[config.mk]
export PLATFORM = sky130hd
export DESIGN_NAME = sector_protection_logic
export DESIGN_NICKNAME = d
export VERILOG_FILES = /design/src/hw/guard_pkg.sv /design/src/hw/sector_protection_logic.sv /design/src/hw/sector_group_map.sv /design/src/hw/pw_compare.sv
export SDC_FILE = /design/constraint.sdc
export NUM_CORES = 1
export LEC_CHECK = 0
export ABC_AREA = 1
export BUFFER_PORTS_ARGS = -buffer_cell sky130_fd_sc_hd__clkbuf_2
export CAP_MARGIN = 20
export CORE_MARGIN = 2
export CORE_UTILIZATION = 54
export CTS_CLUSTER_DIAMETER = 120
export DETAILED_ROUTE_END_ITERATION = 12
export PLACE_DENSITY = 0.76
export SLEW_MARGIN = 20
export SYNTH_ARGS = -nofsm -noshare
export SYNTH_HDL_FRONTEND = slang
export SYNTH_SLANG_ARGS = --single-unit
export TNS_END_PERCENT = 30
[constraint.sdc]
create_clock -name ref_clk -period 12.9 [get_ports ref_clk]
set_input_delay 1.935 -clock ref_clk [delete_from_list [all_inputs] [get_ports ref_clk]]
set_output_delay 1.935 -clock ref_clk [all_outputs]
set_load 0.05 [all_outputs]
[src/hw/guard_pkg.sv]
// Package for the sector protection logic: register map, fields, timings.
// Assumes a 200 MHz ref_clk and an AXI4-Lite register slave.
package guard_pkg;

  // Sector layout: 8 boot + 30 main + 8 boot sectors
  localparam int NUM_SECTORS = 46;
  localparam int NUM_GROUPS = 26;
  localparam int SEC_W = 6;
  localparam int GRP_W = 5;
  localparam int WP_SEC_A = 44;
  localparam int WP_SEC_B = 45;
  localparam int BOOT_LO_LAST = 7;
  localparam int BOOT_HI_FIRST = 38;

  // Timing
  localparam int CLK_MHZ = 200;
  localparam int PROG_REJ_NS = 1000;
  localparam int ERASE_REJ_NS = 50000;
  localparam int PW_DELAY_NS = 2000;
  localparam int NS_PER_US = 1000;
  localparam int PROG_REJ_CYC = PROG_REJ_NS * CLK_MHZ / NS_PER_US;
  localparam int ERASE_REJ_CYC = ERASE_REJ_NS * CLK_MHZ / NS_PER_US;
  localparam int PW_DELAY_CYC = PW_DELAY_NS * CLK_MHZ / NS_PER_US;
  localparam int CNT_W = 16;

  // Register byte addresses
  localparam logic [7:0] OFS_CMD = 8'h00;
  localparam logic [7:0] OFS_STATUS = 8'h04;
  localparam logic [7:0] OFS_VERIFY = 8'h08;
  localparam logic [7:0] OFS_PW_LO = 8'h0c;
  localparam logic [7:0] OFS_PW_HI = 8'h10;
  localparam logic [7:0] OFS_MODE = 8'h14;

  // Command register fields
  localparam int CMD_OP_LSB = 0;
  localparam int CMD_OP_W = 4;
  localparam int CMD_SEC_LSB = 8;
  localparam int CMD_VAL_BIT = 16;

  // Command codes
  localparam logic [3:0] OP_NONE = 4'h0;
  localparam logic [3:0] OP_PROG = 4'h1;
  localparam logic [3:0] OP_ERASE = 4'h2;
  localparam logic [3:0] OP_VOL_WR = 4'h3;
  localparam logic [3:0] OP_PER_PROG = 4'h4;
  localparam logic [3:0] OP_PER_ERASE = 4'h5;
  localparam logic [3:0] OP_FREEZE = 4'h6;
  localparam logic [3:0] OP_VERIFY = 4'h7;
  localparam logic [3:0] OP_UNLOCK = 4'h8;
  localparam logic [3:0] OP_PW_PROG = 4'h9;
  localparam logic [3:0] OP_PW_READ = 4'ha;
  localparam logic [3:0] OP_SET_PERS = 4'hb;
  localparam logic [3:0] OP_SET_PWMODE = 4'hc;

  // Status register bits
  localparam int ST_BUSY = 0;
  localparam int ST_REJECT = 1;
  localparam int ST_FREEZE = 2;
  localparam int ST_PERS_LOCK = 3;
  localparam int ST_PW_LOCK = 4;
  localparam int ST_GRANT = 5;
  localparam int ST_UNLOCK_OK = 6;

  // Verify register bits
  localparam int VF_VOL = 0;
  localparam int VF_PER = 1;
  localparam int VF_FRZ = 2;

  localparam logic [1:0] RESP_OKAY = 2'b00;
  localparam logic [1:0] RESP_SLVERR = 2'b10;

  // Carrier from the command engine to the array
  typedef struct packed {
    logic valid;
    logic erase;
    logic [SEC_W-1:0] sector;
  } array_req_t;

endpackage

[src/hw/sector_protection_logic.sv]
// Sector protection logic: guard bits, freeze bit, password unlock and
// AXI4-Lite register slave. Assumes software issues one command at a time
// and the flash array executes granted requests.
// Summary of operation
// RL1 - One persistent bit per group of sectors; boot sectors own one each.
// RL2 - Erase clears all persistent bits together; program sets one bit.
// RL3 - Host must program every persistent bit before erasing them.
// RL4 - Single freeze bit; set blocks persistent bit changes, clear allows.
// RL5 - Persistent mode: reset clears freeze; no command clears it.
// RL6 - One volatile bit per sector, zero at reset, freely written.
// RL7 - Sector protected when its persistent or volatile bit is set.
// RL8 - Freeze set rejects program and erase of persistent bits.
// RL9 - Guard pin low blocks changes to the two outermost high boot sectors.
// RL10 - Volatile bits change regardless of the freeze bit.
// RL11 - Program to protected sector ignored; status about 1 us.
// RL12 - Erase to protected sector ignored; status about 50 us.
// RL13 - Verify command returns volatile, persistent and freeze bits.
// RL14 - Persistent-mode lock set refuses password-mode lock programming.
// RL15 - Password mode sets freeze at reset; reset here also clears pw_lock, so freeze ends up clear.
// RL16 - Unlock compares 64-bit password; match clears freeze, else nothing.
// RL17 - Each password compare takes a fixed 2 us.
// RL18 - Password-mode lock blocks all access to the stored password.
// RL19 - Persistent mode ignores the unlock command.
// RL20 - Password-mode lock refuses persistent-mode lock programming.
// RL21 - Neither lock bit set behaves as persistent mode.
`timescale 1ns/10ps
module sector_protection_logic #(
  parameter int PROG_REJ_CYC = guard_pkg::PROG_REJ_CYC,
  parameter int ERASE_REJ_CYC = guard_pkg::ERASE_REJ_CYC,
  parameter int PW_DELAY_CYC = guard_pkg::PW_DELAY_CYC,
  parameter int NSEC = guard_pkg::NUM_SECTORS,
  parameter int NGRP = guard_pkg::NUM_GROUPS
) (
  input wire logic ref_clk,            // 200 MHz clock
  input wire logic rst,                // Asynchronous reset, high
  input wire logic write_guard_n,      // Write-guard pin, low protects
  input wire logic [31:0] s_awaddr,    // AXI write address
  input wire logic s_awvalid,          // AXI write address valid
  output logic s_awready,              // AXI write address ready
  input wire logic [31:0] s_wdata,     // AXI write data
  input wire logic [3:0] s_wstrb,      // AXI write strobes
  input wire logic s_wvalid,           // AXI write data valid
  output logic s_wready,               // AXI write data ready
  output logic [1:0] s_bresp,          // AXI write response
  output logic s_bvalid,               // AXI write response valid
  input wire logic s_bready,           // AXI write response ready
  input wire logic [31:0] s_araddr,    // AXI read address
  input wire logic s_arvalid,          // AXI read address valid
  output logic s_arready,              // AXI read address ready
  output logic [31:0] s_rdata,         // AXI read data
  output logic [1:0] s_rresp,          // AXI read response
  output logic s_rvalid,               // AXI read response valid
  input wire logic s_rready,           // AXI read response ready
  output guard_pkg::array_req_t array_req, // Granted array operation
  output logic reject_busy             // Rejected command status window
);

  typedef enum logic [2:0] {
    ST_IDLE = 3'b001,
    ST_REJ = 3'b010,
    ST_PWCHK = 3'b100
  } eng_t;

  typedef struct packed {
    // Guard storage
    logic [NGRP-1:0] persistent_guard_bit;
    logic [NSEC-1:0] volatile_guard_bit;
    logic guard_freeze_bit;
    logic pers_lock;
    logic pw_lock;
    logic [63:0] pw_store;
    // Engine
    eng_t eng;
    logic [guard_pkg::CNT_W-1:0] cnt;
    logic rejected;
    logic granted;
    logic unlock_ok;
    guard_pkg::array_req_t req;
    logic [2:0] verify;
    logic [63:0] pw_in;
    logic [31:0] pw_rd;
    // Bus
    logic aw_hold;
    logic w_hold;
    logic [7:0] awaddr;
    logic [31:0] wdata;
    logic [3:0] wstrb;
    logic bvalid;
    logic [1:0] bresp;
    logic rvalid;
    logic [1:0] rresp;
    logic [31:0] rdata;
    logic init;
  } prot_state_t;

  prot_state_t s_r, s_nxt;

  logic [guard_pkg::SEC_W-1:0] cmd_sector;
  logic [guard_pkg::GRP_W-1:0] cmd_group;
  logic [3:0] cmd_op;
  logic cmd_val;
  logic wr_fire;
  logic pw_start;
  logic pw_done;
  logic pw_match;
  logic [2:0] wg_sync_r;
  logic wg_low_r;

  // Byte-lane merge for write data
  function automatic logic [31:0] merge(input logic [31:0] old,
                                        input logic [31:0] dat,
                                        input logic [3:0] strb);
    logic [31:0] res;
    res = old;
    for (int i = 0; i < 4; i++) begin
      if (strb[i]) begin
        res[i*8 +: 8] = dat[i*8 +: 8];
      end
    end
    return res;
  endfunction

  // Write-guard pin synchroniser; level accepted once stages two and three agree
  always_ff @(posedge ref_clk or posedge rst) begin
    if (rst) begin
      wg_sync_r <= 3'b111;
      wg_low_r <= 1'b0;
    end else begin
      wg_sync_r <= {wg_sync_r[1:0], write_guard_n};
      if (wg_sync_r[2] == wg_sync_r[1]) begin
        wg_low_r <= ~wg_sync_r[2];
      end
    end
  end

  // Command fields from the captured write data
  assign cmd_op = s_r.wdata[guard_pkg::CMD_OP_LSB +: guard_pkg::CMD_OP_W];
  assign cmd_sector = s_r.wdata[guard_pkg::CMD_SEC_LSB +: guard_pkg::SEC_W];
  assign cmd_val = s_r.wdata[guard_pkg::CMD_VAL_BIT];
  assign wr_fire = s_r.aw_hold && s_r.w_hold && !s_r.bvalid;
  assign pw_start = wr_fire && s_r.awaddr == guard_pkg::OFS_CMD &&
                    cmd_op == guard_pkg::OP_UNLOCK && s_r.pw_lock &&
                    s_r.eng == ST_IDLE;

  sector_group_map u_map (
    .sector(cmd_sector),
    .group_idx(cmd_group)
  );

  pw_compare #(.DELAY_CYC(PW_DELAY_CYC)) u_pw (
    .ref_clk(ref_clk),
    .rst(rst),
    .start(pw_start),
    .supplied(s_r.pw_in),
    .stored(s_r.pw_store),
    .done(pw_done),
    .match(pw_match)
  );

  // Protection of a sector: guard bits OR'd, plus the write-guard pin
  function automatic logic sec_protected(input prot_state_t st,
                                         input logic [5:0] sec,
                                         input logic [4:0] grp,
                                         input logic wg_low);
    logic p;
    p = st.persistent_guard_bit[grp] | st.volatile_guard_bit[sec]; // [RL7]
    if (wg_low && (sec == 6'(guard_pkg::WP_SEC_A) ||
                   sec == 6'(guard_pkg::WP_SEC_B))) begin
      p = 1'b1; // [RL9]
    end
    return p;
  endfunction

  // Next-state logic: bus slave, command engine, guard storage
  always_comb begin
    s_nxt = s_r;
    s_nxt.req.valid = 1'b0;
    s_nxt.init = 1'b0;
    // Freeze state after reset follows the mode
    if (s_r.init) begin
      s_nxt.guard_freeze_bit = s_r.pw_lock; // [RL5] [RL15] [RL21]
    end
    // Write address and data accepted in either order
    if (s_awvalid && !s_r.aw_hold) begin
      s_nxt.aw_hold = 1'b1;
      s_nxt.awaddr = s_awaddr[7:0];
    end
    if (s_wvalid && !s_r.w_hold) begin
      s_nxt.w_hold = 1'b1;
      s_nxt.wdata = s_wdata;
      s_nxt.wstrb = s_wstrb;
    end
    if (s_r.bvalid && s_bready) begin
      s_nxt.bvalid = 1'b0;
    end
    // Engine timers
    case (s_r.eng)
      ST_IDLE: begin
      end
      ST_REJ: begin
        if (s_r.cnt == '0) begin
          s_nxt.eng = ST_IDLE; // [RL11] [RL12]
        end else begin
          s_nxt.cnt = s_r.cnt - 1'b1;
        end
      end
      ST_PWCHK: begin
        if (pw_done) begin
          s_nxt.eng = ST_IDLE;
          s_nxt.unlock_ok = pw_match;
          if (pw_match) begin
            s_nxt.guard_freeze_bit = 1'b0; // [RL16]
          end
        end
      end
      default: s_nxt.eng = ST_IDLE;
    endcase
    // Write completes
    if (wr_fire) begin
      s_nxt.aw_hold = 1'b0;
      s_nxt.w_hold = 1'b0;
      s_nxt.bvalid = 1'b1;
      s_nxt.bresp = guard_pkg::RESP_OKAY;
      case (s_r.awaddr)
        guard_pkg::OFS_CMD: begin
          if (s_r.eng != ST_IDLE) begin
            s_nxt.bresp = guard_pkg::RESP_SLVERR;
          end else begin
            s_nxt.rejected = 1'b0;
            s_nxt.granted = 1'b0;
            case (cmd_op)
              guard_pkg::OP_PROG, guard_pkg::OP_ERASE: begin
                if (sec_protected(s_r, cmd_sector, cmd_group, wg_low_r)) begin
                  s_nxt.rejected = 1'b1;
                  s_nxt.eng = ST_REJ;
                  s_nxt.cnt = (cmd_op == guard_pkg::OP_PROG) ?
                    guard_pkg::CNT_W'(PROG_REJ_CYC - 1) :    // [RL11]
                    guard_pkg::CNT_W'(ERASE_REJ_CYC - 1);    // [RL12]
                end else begin
                  s_nxt.granted = 1'b1;
                  s_nxt.req.valid = 1'b1;
                  s_nxt.req.erase = (cmd_op == guard_pkg::OP_ERASE);
                  s_nxt.req.sector = cmd_sector;
                end
              end
              guard_pkg::OP_VOL_WR: begin
                s_nxt.volatile_guard_bit[cmd_sector] = cmd_val; // [RL6] [RL10]
              end
              guard_pkg::OP_PER_PROG: begin
                if (s_r.guard_freeze_bit) begin
                  s_nxt.rejected = 1'b1; // [RL8] [RL4]
                end else begin
                  s_nxt.persistent_guard_bit[cmd_group] = 1'b1; // [RL1] [RL2]
                end
              end
              guard_pkg::OP_PER_ERASE: begin
                if (s_r.guard_freeze_bit) begin
                  s_nxt.rejected = 1'b1; // [RL8] [RL4]
                end else begin
                  s_nxt.persistent_guard_bit = '0; // [RL2]
                end
              end
              guard_pkg::OP_FREEZE: begin
                s_nxt.guard_freeze_bit = 1'b1; // [RL4]
              end
              guard_pkg::OP_VERIFY: begin
                s_nxt.verify[guard_pkg::VF_VOL] =
                  s_r.volatile_guard_bit[cmd_sector]; // [RL13]
                s_nxt.verify[guard_pkg::VF_PER] =
                  s_r.persistent_guard_bit[cmd_group]; // [RL13]
                s_nxt.verify[guard_pkg::VF_FRZ] = s_r.guard_freeze_bit;
              end
              guard_pkg::OP_UNLOCK: begin
                if (s_r.pw_lock) begin
                  s_nxt.eng = ST_PWCHK; // [RL17]
                  s_nxt.unlock_ok = 1'b0;
                end
                // Persistent mode: command ignored [RL19]
              end
              guard_pkg::OP_PW_PROG: begin
                if (s_r.pw_lock) begin
                  s_nxt.rejected = 1'b1; // [RL18]
                end else begin
                  s_nxt.pw_store = s_r.pw_in;
                end
              end
              guard_pkg::OP_PW_READ: begin
                if (s_r.pw_lock) begin
                  s_nxt.rejected = 1'b1; // [RL18]
                  s_nxt.pw_rd = '0;
                end else begin
                  s_nxt.pw_rd = cmd_val ? s_r.pw_store[63:32] :
                                          s_r.pw_store[31:0];
                end
              end
              guard_pkg::OP_SET_PERS: begin
                if (s_r.pw_lock) begin
                  s_nxt.rejected = 1'b1; // [RL20]
                end else begin
                  s_nxt.pers_lock = 1'b1;
                end
              end
              guard_pkg::OP_SET_PWMODE: begin
                if (s_r.pers_lock) begin
                  s_nxt.rejected = 1'b1; // [RL14]
                end else begin
                  s_nxt.pw_lock = 1'b1;
                end
              end
              default: begin
              end
            endcase
          end
        end
        guard_pkg::OFS_PW_LO: begin
          s_nxt.pw_in[31:0] = merge(s_r.pw_in[31:0], s_r.wdata, s_r.wstrb);
        end
        guard_pkg::OFS_PW_HI: begin
          s_nxt.pw_in[63:32] = merge(s_r.pw_in[63:32], s_r.wdata, s_r.wstrb);
        end
        guard_pkg::OFS_STATUS, guard_pkg::OFS_VERIFY,
        guard_pkg::OFS_MODE: begin
        end
        default: s_nxt.bresp = guard_pkg::RESP_SLVERR;
      endcase
    end
    // Read channel: one-cycle answer
    if (s_r.rvalid && s_rready) begin
      s_nxt.rvalid = 1'b0;
    end
    if (s_arvalid && !s_r.rvalid) begin
      s_nxt.rvalid = 1'b1;
      s_nxt.rresp = guard_pkg::RESP_OKAY;
      s_nxt.rdata = '0;
      case (s_araddr[7:0])
        guard_pkg::OFS_STATUS: begin
          s_nxt.rdata[guard_pkg::ST_BUSY] = (s_r.eng != ST_IDLE);
          s_nxt.rdata[guard_pkg::ST_REJECT] = s_r.rejected;
          s_nxt.rdata[guard_pkg::ST_FREEZE] = s_r.guard_freeze_bit;
          s_nxt.rdata[guard_pkg::ST_PERS_LOCK] = s_r.pers_lock;
          s_nxt.rdata[guard_pkg::ST_PW_LOCK] = s_r.pw_lock;
          s_nxt.rdata[guard_pkg::ST_GRANT] = s_r.granted;
          s_nxt.rdata[guard_pkg::ST_UNLOCK_OK] = s_r.unlock_ok;
        end
        guard_pkg::OFS_VERIFY: s_nxt.rdata = {29'h0, s_r.verify};
        guard_pkg::OFS_MODE: s_nxt.rdata = s_r.pw_rd;
        guard_pkg::OFS_CMD, guard_pkg::OFS_PW_LO, guard_pkg::OFS_PW_HI: begin
        end
        default: s_nxt.rresp = guard_pkg::RESP_SLVERR;
      endcase
    end
  end

  // State register; non-volatile bits modelled as reset-cleared storage
  always_ff @(posedge ref_clk or posedge rst) begin
    if (rst) begin
      s_r <= '0;
      s_r.eng <= ST_IDLE;
      s_r.guard_freeze_bit <= 1'b1;
      s_r.init <= 1'b1;
    end else begin
      s_r <= s_nxt;
    end
  end

  // Bus handshakes and outputs
  assign s_awready = !s_r.aw_hold;
  assign s_wready = !s_r.w_hold;
  assign s_bvalid = s_r.bvalid;
  assign s_bresp = s_r.bresp;
  assign s_arready = !s_r.rvalid;
  assign s_rvalid = s_r.rvalid;
  assign s_rresp = s_r.rresp;
  assign s_rdata = s_r.rdata;
  assign array_req = s_r.req;
  assign reject_busy = (s_r.eng == ST_REJ);

endmodule

[src/hw/sector_group_map.sv]
// Maps a sector number onto its persistent guard bit index.
// Assumes the fixed boot / main layout held in the package.
`timescale 1ns/10ps
module sector_group_map (
  input wire logic [guard_pkg::SEC_W-1:0] sector, // Sector number
  output logic [guard_pkg::GRP_W-1:0] group_idx   // Guard bit index
);

  // Boot sectors own a bit each; main sectors share one per group of three
  always_comb begin
    if (sector <= guard_pkg::SEC_W'(guard_pkg::BOOT_LO_LAST)) begin
      group_idx = guard_pkg::GRP_W'(sector); // [RL1]
    end else if (sector >= guard_pkg::SEC_W'(guard_pkg::BOOT_HI_FIRST)) begin
      group_idx = guard_pkg::GRP_W'(sector - 6'd20); // [RL1]
    end else begin
      group_idx = guard_pkg::GRP_W'((sector - 6'd8) / 6'd3 + 6'd8); // [RL1]
    end
  end

endmodule

[src/hw/pw_compare.sv]
// Password comparison with a fixed settle delay before the verdict.
// Assumes start is a one-cycle pulse and not repeated while busy.
`timescale 1ns/10ps
module pw_compare #(
  parameter int DELAY_CYC = guard_pkg::PW_DELAY_CYC
) (
  input wire logic ref_clk,         // 200 MHz clock
  input wire logic rst,             // Asynchronous reset
  input wire logic start,           // Start compare pulse
  input wire logic [63:0] supplied, // Password given
  input wire logic [63:0] stored,   // Password held
  output logic done,                // Verdict pulse
  output logic match                // Verdict, valid with done
);

  typedef struct packed {
    logic busy;
    logic hit;
    logic done;
    logic [guard_pkg::CNT_W-1:0] cnt;
  } cmp_state_t;

  cmp_state_t s_r, s_nxt;

  // Latch result at start, release it after the fixed delay
  always_comb begin
    s_nxt = s_r;
    s_nxt.done = 1'b0;
    if (start && !s_r.busy) begin
      s_nxt.busy = 1'b1;
      s_nxt.hit = (supplied == stored); // [RL16]
      s_nxt.cnt = guard_pkg::CNT_W'(DELAY_CYC - 1);
    end else if (s_r.busy) begin
      if (s_r.cnt == '0) begin
        s_nxt.busy = 1'b0;
        s_nxt.done = 1'b1; // [RL17]
      end else begin
        s_nxt.cnt = s_r.cnt - 1'b1; // [RL17]
      end
    end
  end

  always_ff @(posedge ref_clk or posedge rst) begin
    if (rst) begin
      s_r <= '0;
    end else begin
      s_r <= s_nxt;
    end
  end

  assign done = s_r.done;
  assign match = s_r.hit;

endmodule

==> results.yml <==
layout:
  drive_above_1_share: 0.142
  layout_commonest_cell: "dfrtp_1"
  diodes: 0
  area_growth_pct: 10.8
  n_fill_cell: 2763
  multi_input_area_um2: 6910
  fin_nets: 2132
  layout_common_cells: "dfrtp_1 (368), nand2_1 (356), o21ai_0 (188)"
  seq_area_um2: 9370
clock_network:
  cts.path.max_buffers: 3
  cts_tree: "yes"
  postCtsSetupRepairBufs: 0
  clock_sinks: 374
  cts_root_buffer: "clkbuf_16"
  htree_num_levels: 2
  cts_hold_buf: 0
  cts_resized: 0
  numCtsBuffers: 40
  clk_latency_ns: 0.53
  path_clk_slew_ns: 0.06
sta:
  fin_crit_ns: 4.67
  worstMarginPinSlew_ns: 1.08
  max_clock_freq_mhz: 214
  setup_tns_ns: 0
  rsz0062_at_grt: "false"
  hold_viol: 0
  fin_worst_skew_ns: 0.0245
  fin_crit_sh: 0.362
  setup_violations: 0
  fin_ws_ns: 8.23
  maxSlewHeadroom: 0.278
  maxSlewViolCount: 0
drt:
  first_pass_iters: 6
  num_vias: 13884
  finalWirelength_um: 41700
  drtIter0Drc: 1428
  drc_errors: 0
  wire_per_inst_um: 16.8
  drtAntennaViolNets: 0
  drt-vias-per-instance: 5.58
power:
  switchingPower_uw: 1340
  peakVddDrop_uv: 192
  powerDensity_nw_per_um2: 183
  clock_power_share: 0.323
  power_frac_seq: 0.376
  p_leak_uw: 0.00971
  p_int_uw: 2230
  power_frac_comb: 0.301
  sw_frac_of_total: 0.376
critical_path:
  cp-start-kind: "flip-flop"
  r2r_start: "cmd_sector[3]"
  critical_path_class: "flip-flop to flip-flop"
  worst_ep_arrival_time_ns: 5.07
  crit_fanout: 17
  regToRegEndpoint: "s_r[201]"
  worst-r2r-setup-slack_ns: 8.23
  worstRegToRegCells: 25
  endpoint_kind: "flip-flop"
  cp_data_required_time_ns: 13.30
floorplan:
  dieArea_um2: 34200
  core_um2: 32400
  rows: 66
  die_height_um: 185
  fp.dieW_um: 185
  io_pins: 158
  start_util: 0.545
yosys:
  synth_seq_cells: 374
  synth_top_family_by_area: "simple AND/OR/NAND/NOR gates"
  synth-simple-area-share: 0.178
  ys_top_cells_by_area: "dfrtp_1 (52%), nand2_1 (7.6%), o21ai_0 (5.3%), a21oi_1 (4.1%), inv_1 (3.9%)"
  yosysTopAreaCell: "dfrtp_1"
  yosysUniqueCellTypes: 58
  syn_area_um2: 17700
  synth_mux_area_frac: 0.0287
  synth_cells: 1974
  synth-adder-area-share: 0.00638
  ys.warnings.count: 0
  synthXorXnorAreaFrac: 0.0273
  synth_compound_area_frac: 0.149
  synth_top_cell_area_share: 0.522
  seq_area_frac_synth: 0.530
  syn_area_per_cell_um2: 8.95
hold_path:
  hp-class: "flip-flop to flip-flop"
  hold_path_end: "wg_sync_r[1]"
  worstHoldStart: "wg_sync_r[0]"
  holdPathStages: 0
global_routing:
  grt_max_degree: 168
  grtUsageTotal: 0.251
  grt_pass1_wl_um: 68700
  grt_pass1_vias: 13300
  grt-ovfl-total: 0
  antenna_found_initial: 0
flow_run:
  drv_cap: 0
place:
  dp_slack_ns: 8.27
  gp_congestion: 0.884
  port_buffers: 107
  hpwl_um: 27900
run_status:
  status: "finished, final reports clean"
## registers in the layout (all words and copies together) (netlist names)
register    flops
array_req       8
cmd_op          4
cmd_sector      6
cmd_val         1
s_bresp         1
s_bvalid        1
s_r           296
s_rdata        32
s_rresp         1
s_rvalid        1
u_pw.done       1
u_pw.match      1
u_pw.s_r       17
wg_low_r        1
wg_sync_r       3
## cells in the mapped netlist, drive strengths merged
| cell type | count |
|---|---|
| a32o | 3 |
| dfrtp | 368 |
| a21boi | 1 |
| a22o | 9 |
| a41oi | 2 |
| a31oi | 48 |
| nor3 | 38 |
| a22oi | 5 |
| dfstp | 6 |
| clkbuf | 68 |
| or4 | 1 |
| buf | 53 |
| nand3b | 4 |
| or3 | 1 |
| and2 | 1 |
| inv | 194 |
| nand3 | 71 |
| a221oi | 15 |
| a21oi | 145 |
| or2 | 2 |
| nor2 | 177 |
| xnor2 | 2 |
| o211ai | 12 |
| nand4 | 20 |
| nand2 | 376 |
| ha | 9 |
| o31ai | 14 |
| conb | 1 |
| clkinv | 4 |
| o21a | 1 |
| o21ai | 193 |
| o22ai | 13 |
| o41ai | 1 |
| nor4 | 15 |
| mux2 | 45 |
| xor2 | 53 |
| and3 | 2 |
| a211oi | 1 |
## worst max path at each step
stage	from	to	slack [ns]	cells after the start
final	cmd_sector[3]	s_r[201]	8.23	25
after global routing	cmd_sector[3]	array_req[3]	7.78	25
after CTS	cmd_sector[3]	s_r[201]	8.32	25
after detailed placement	rst	s_r[323]	8.27	4
after global placement	rst	s_r[248]	8.30	4
after floorplan	rst	array_req[0]	0.59	1
## power groups by stage
| stage | clock network [uW] | logic (uW) | registers, uW |
|---|---|---|---|
| after floorplan | 0 | 825 | 1340 |
| after global placement | 0 | 1020 | 1360 |
| after detailed placement | 0 | 1050 | 1360 |
| after CTS | 1180 | 1060 | 1340 |
| after global routing | 1230 | 1170 | 1350 |
| final | 1160 | 1080 | 1340 |
## worst max-delay path: stages (launching register included)
cell     delay (ns)
dfrtp_1        0.60
inv_2          0.28
ha_1           0.40
inv_1          0.13
nand2_1        0.08
nand3_2        0.12
nand2_2        0.08
nand2_2        0.09
nand3_1        0.16
nand3_2        0.15
inv_1          0.05
ha_1           0.17
inv_1          0.14
nand4_4        0.13
o22ai_2        0.64
inv_1          0.30
nand2_1        0.14
nand3_1        0.08
nand3_1        0.14
nand2_1        0.08
nand2_2        0.08
nand3_4        0.11
nand2_4        0.18
inv_2          0.10
nand2_1        0.07
nand2_1        0.05
## through the flow
| stage | utilization | cells | instance area [um^2] | total power (uW) | hold slack, ns |
|---|---|---|---|---|---|
| 2_1_floorplan | - | 1976 | 17700 | 2160 | 0.345 |
| 3_3_place_gp | 0.562 | 2414 | 18200 | 2380 | 0.346 |
| 3_5_place_dp | 0.562 | 2414 | 18200 | 2410 | 0.347 |
| 4_1_cts | 0.603 | 2486 | 19500 | 3570 | 0.355 |
| 5_1_grt | 0.604 | 2487 | 19600 | 3760 | 0.357 |
| 6_report | 0.604 | 2487 | 19600 | 3570 | 0.354 |
## cell type report
class,instances,area share
Multi-Input combinational cell,1283,0.353
Clock buffer,62,0.0611
Inverter,198,0.0384
Timing Repair Buffer,118,0.0333
Sequential cell,374,0.479
Tap cell,442,0.0283
Clock inverter,10,0.00710
## logic make-up (layout without fill, tap and decap cells)
logic type                 Yosys count  in the layout
DFF                                374            374
xor gates and xnor gates            55             55
and+or+nand+nor                    708            708
other                                1              3
muxes                               45             45
adders and majority gates            9              9
AOI/OAI and AO/OA                  463            463
buffers and inverters              319            388
## layer usage
metal / GRT usage / part of all wire
met4: 0.0590 / 0.017
met1: 0.375 / 0.47
met3: 0.0397 / 0.066
met5: 0 / 0
met2: 0.386 / 0.45
No activity file was read; power rests on OpenSTA's default activity.
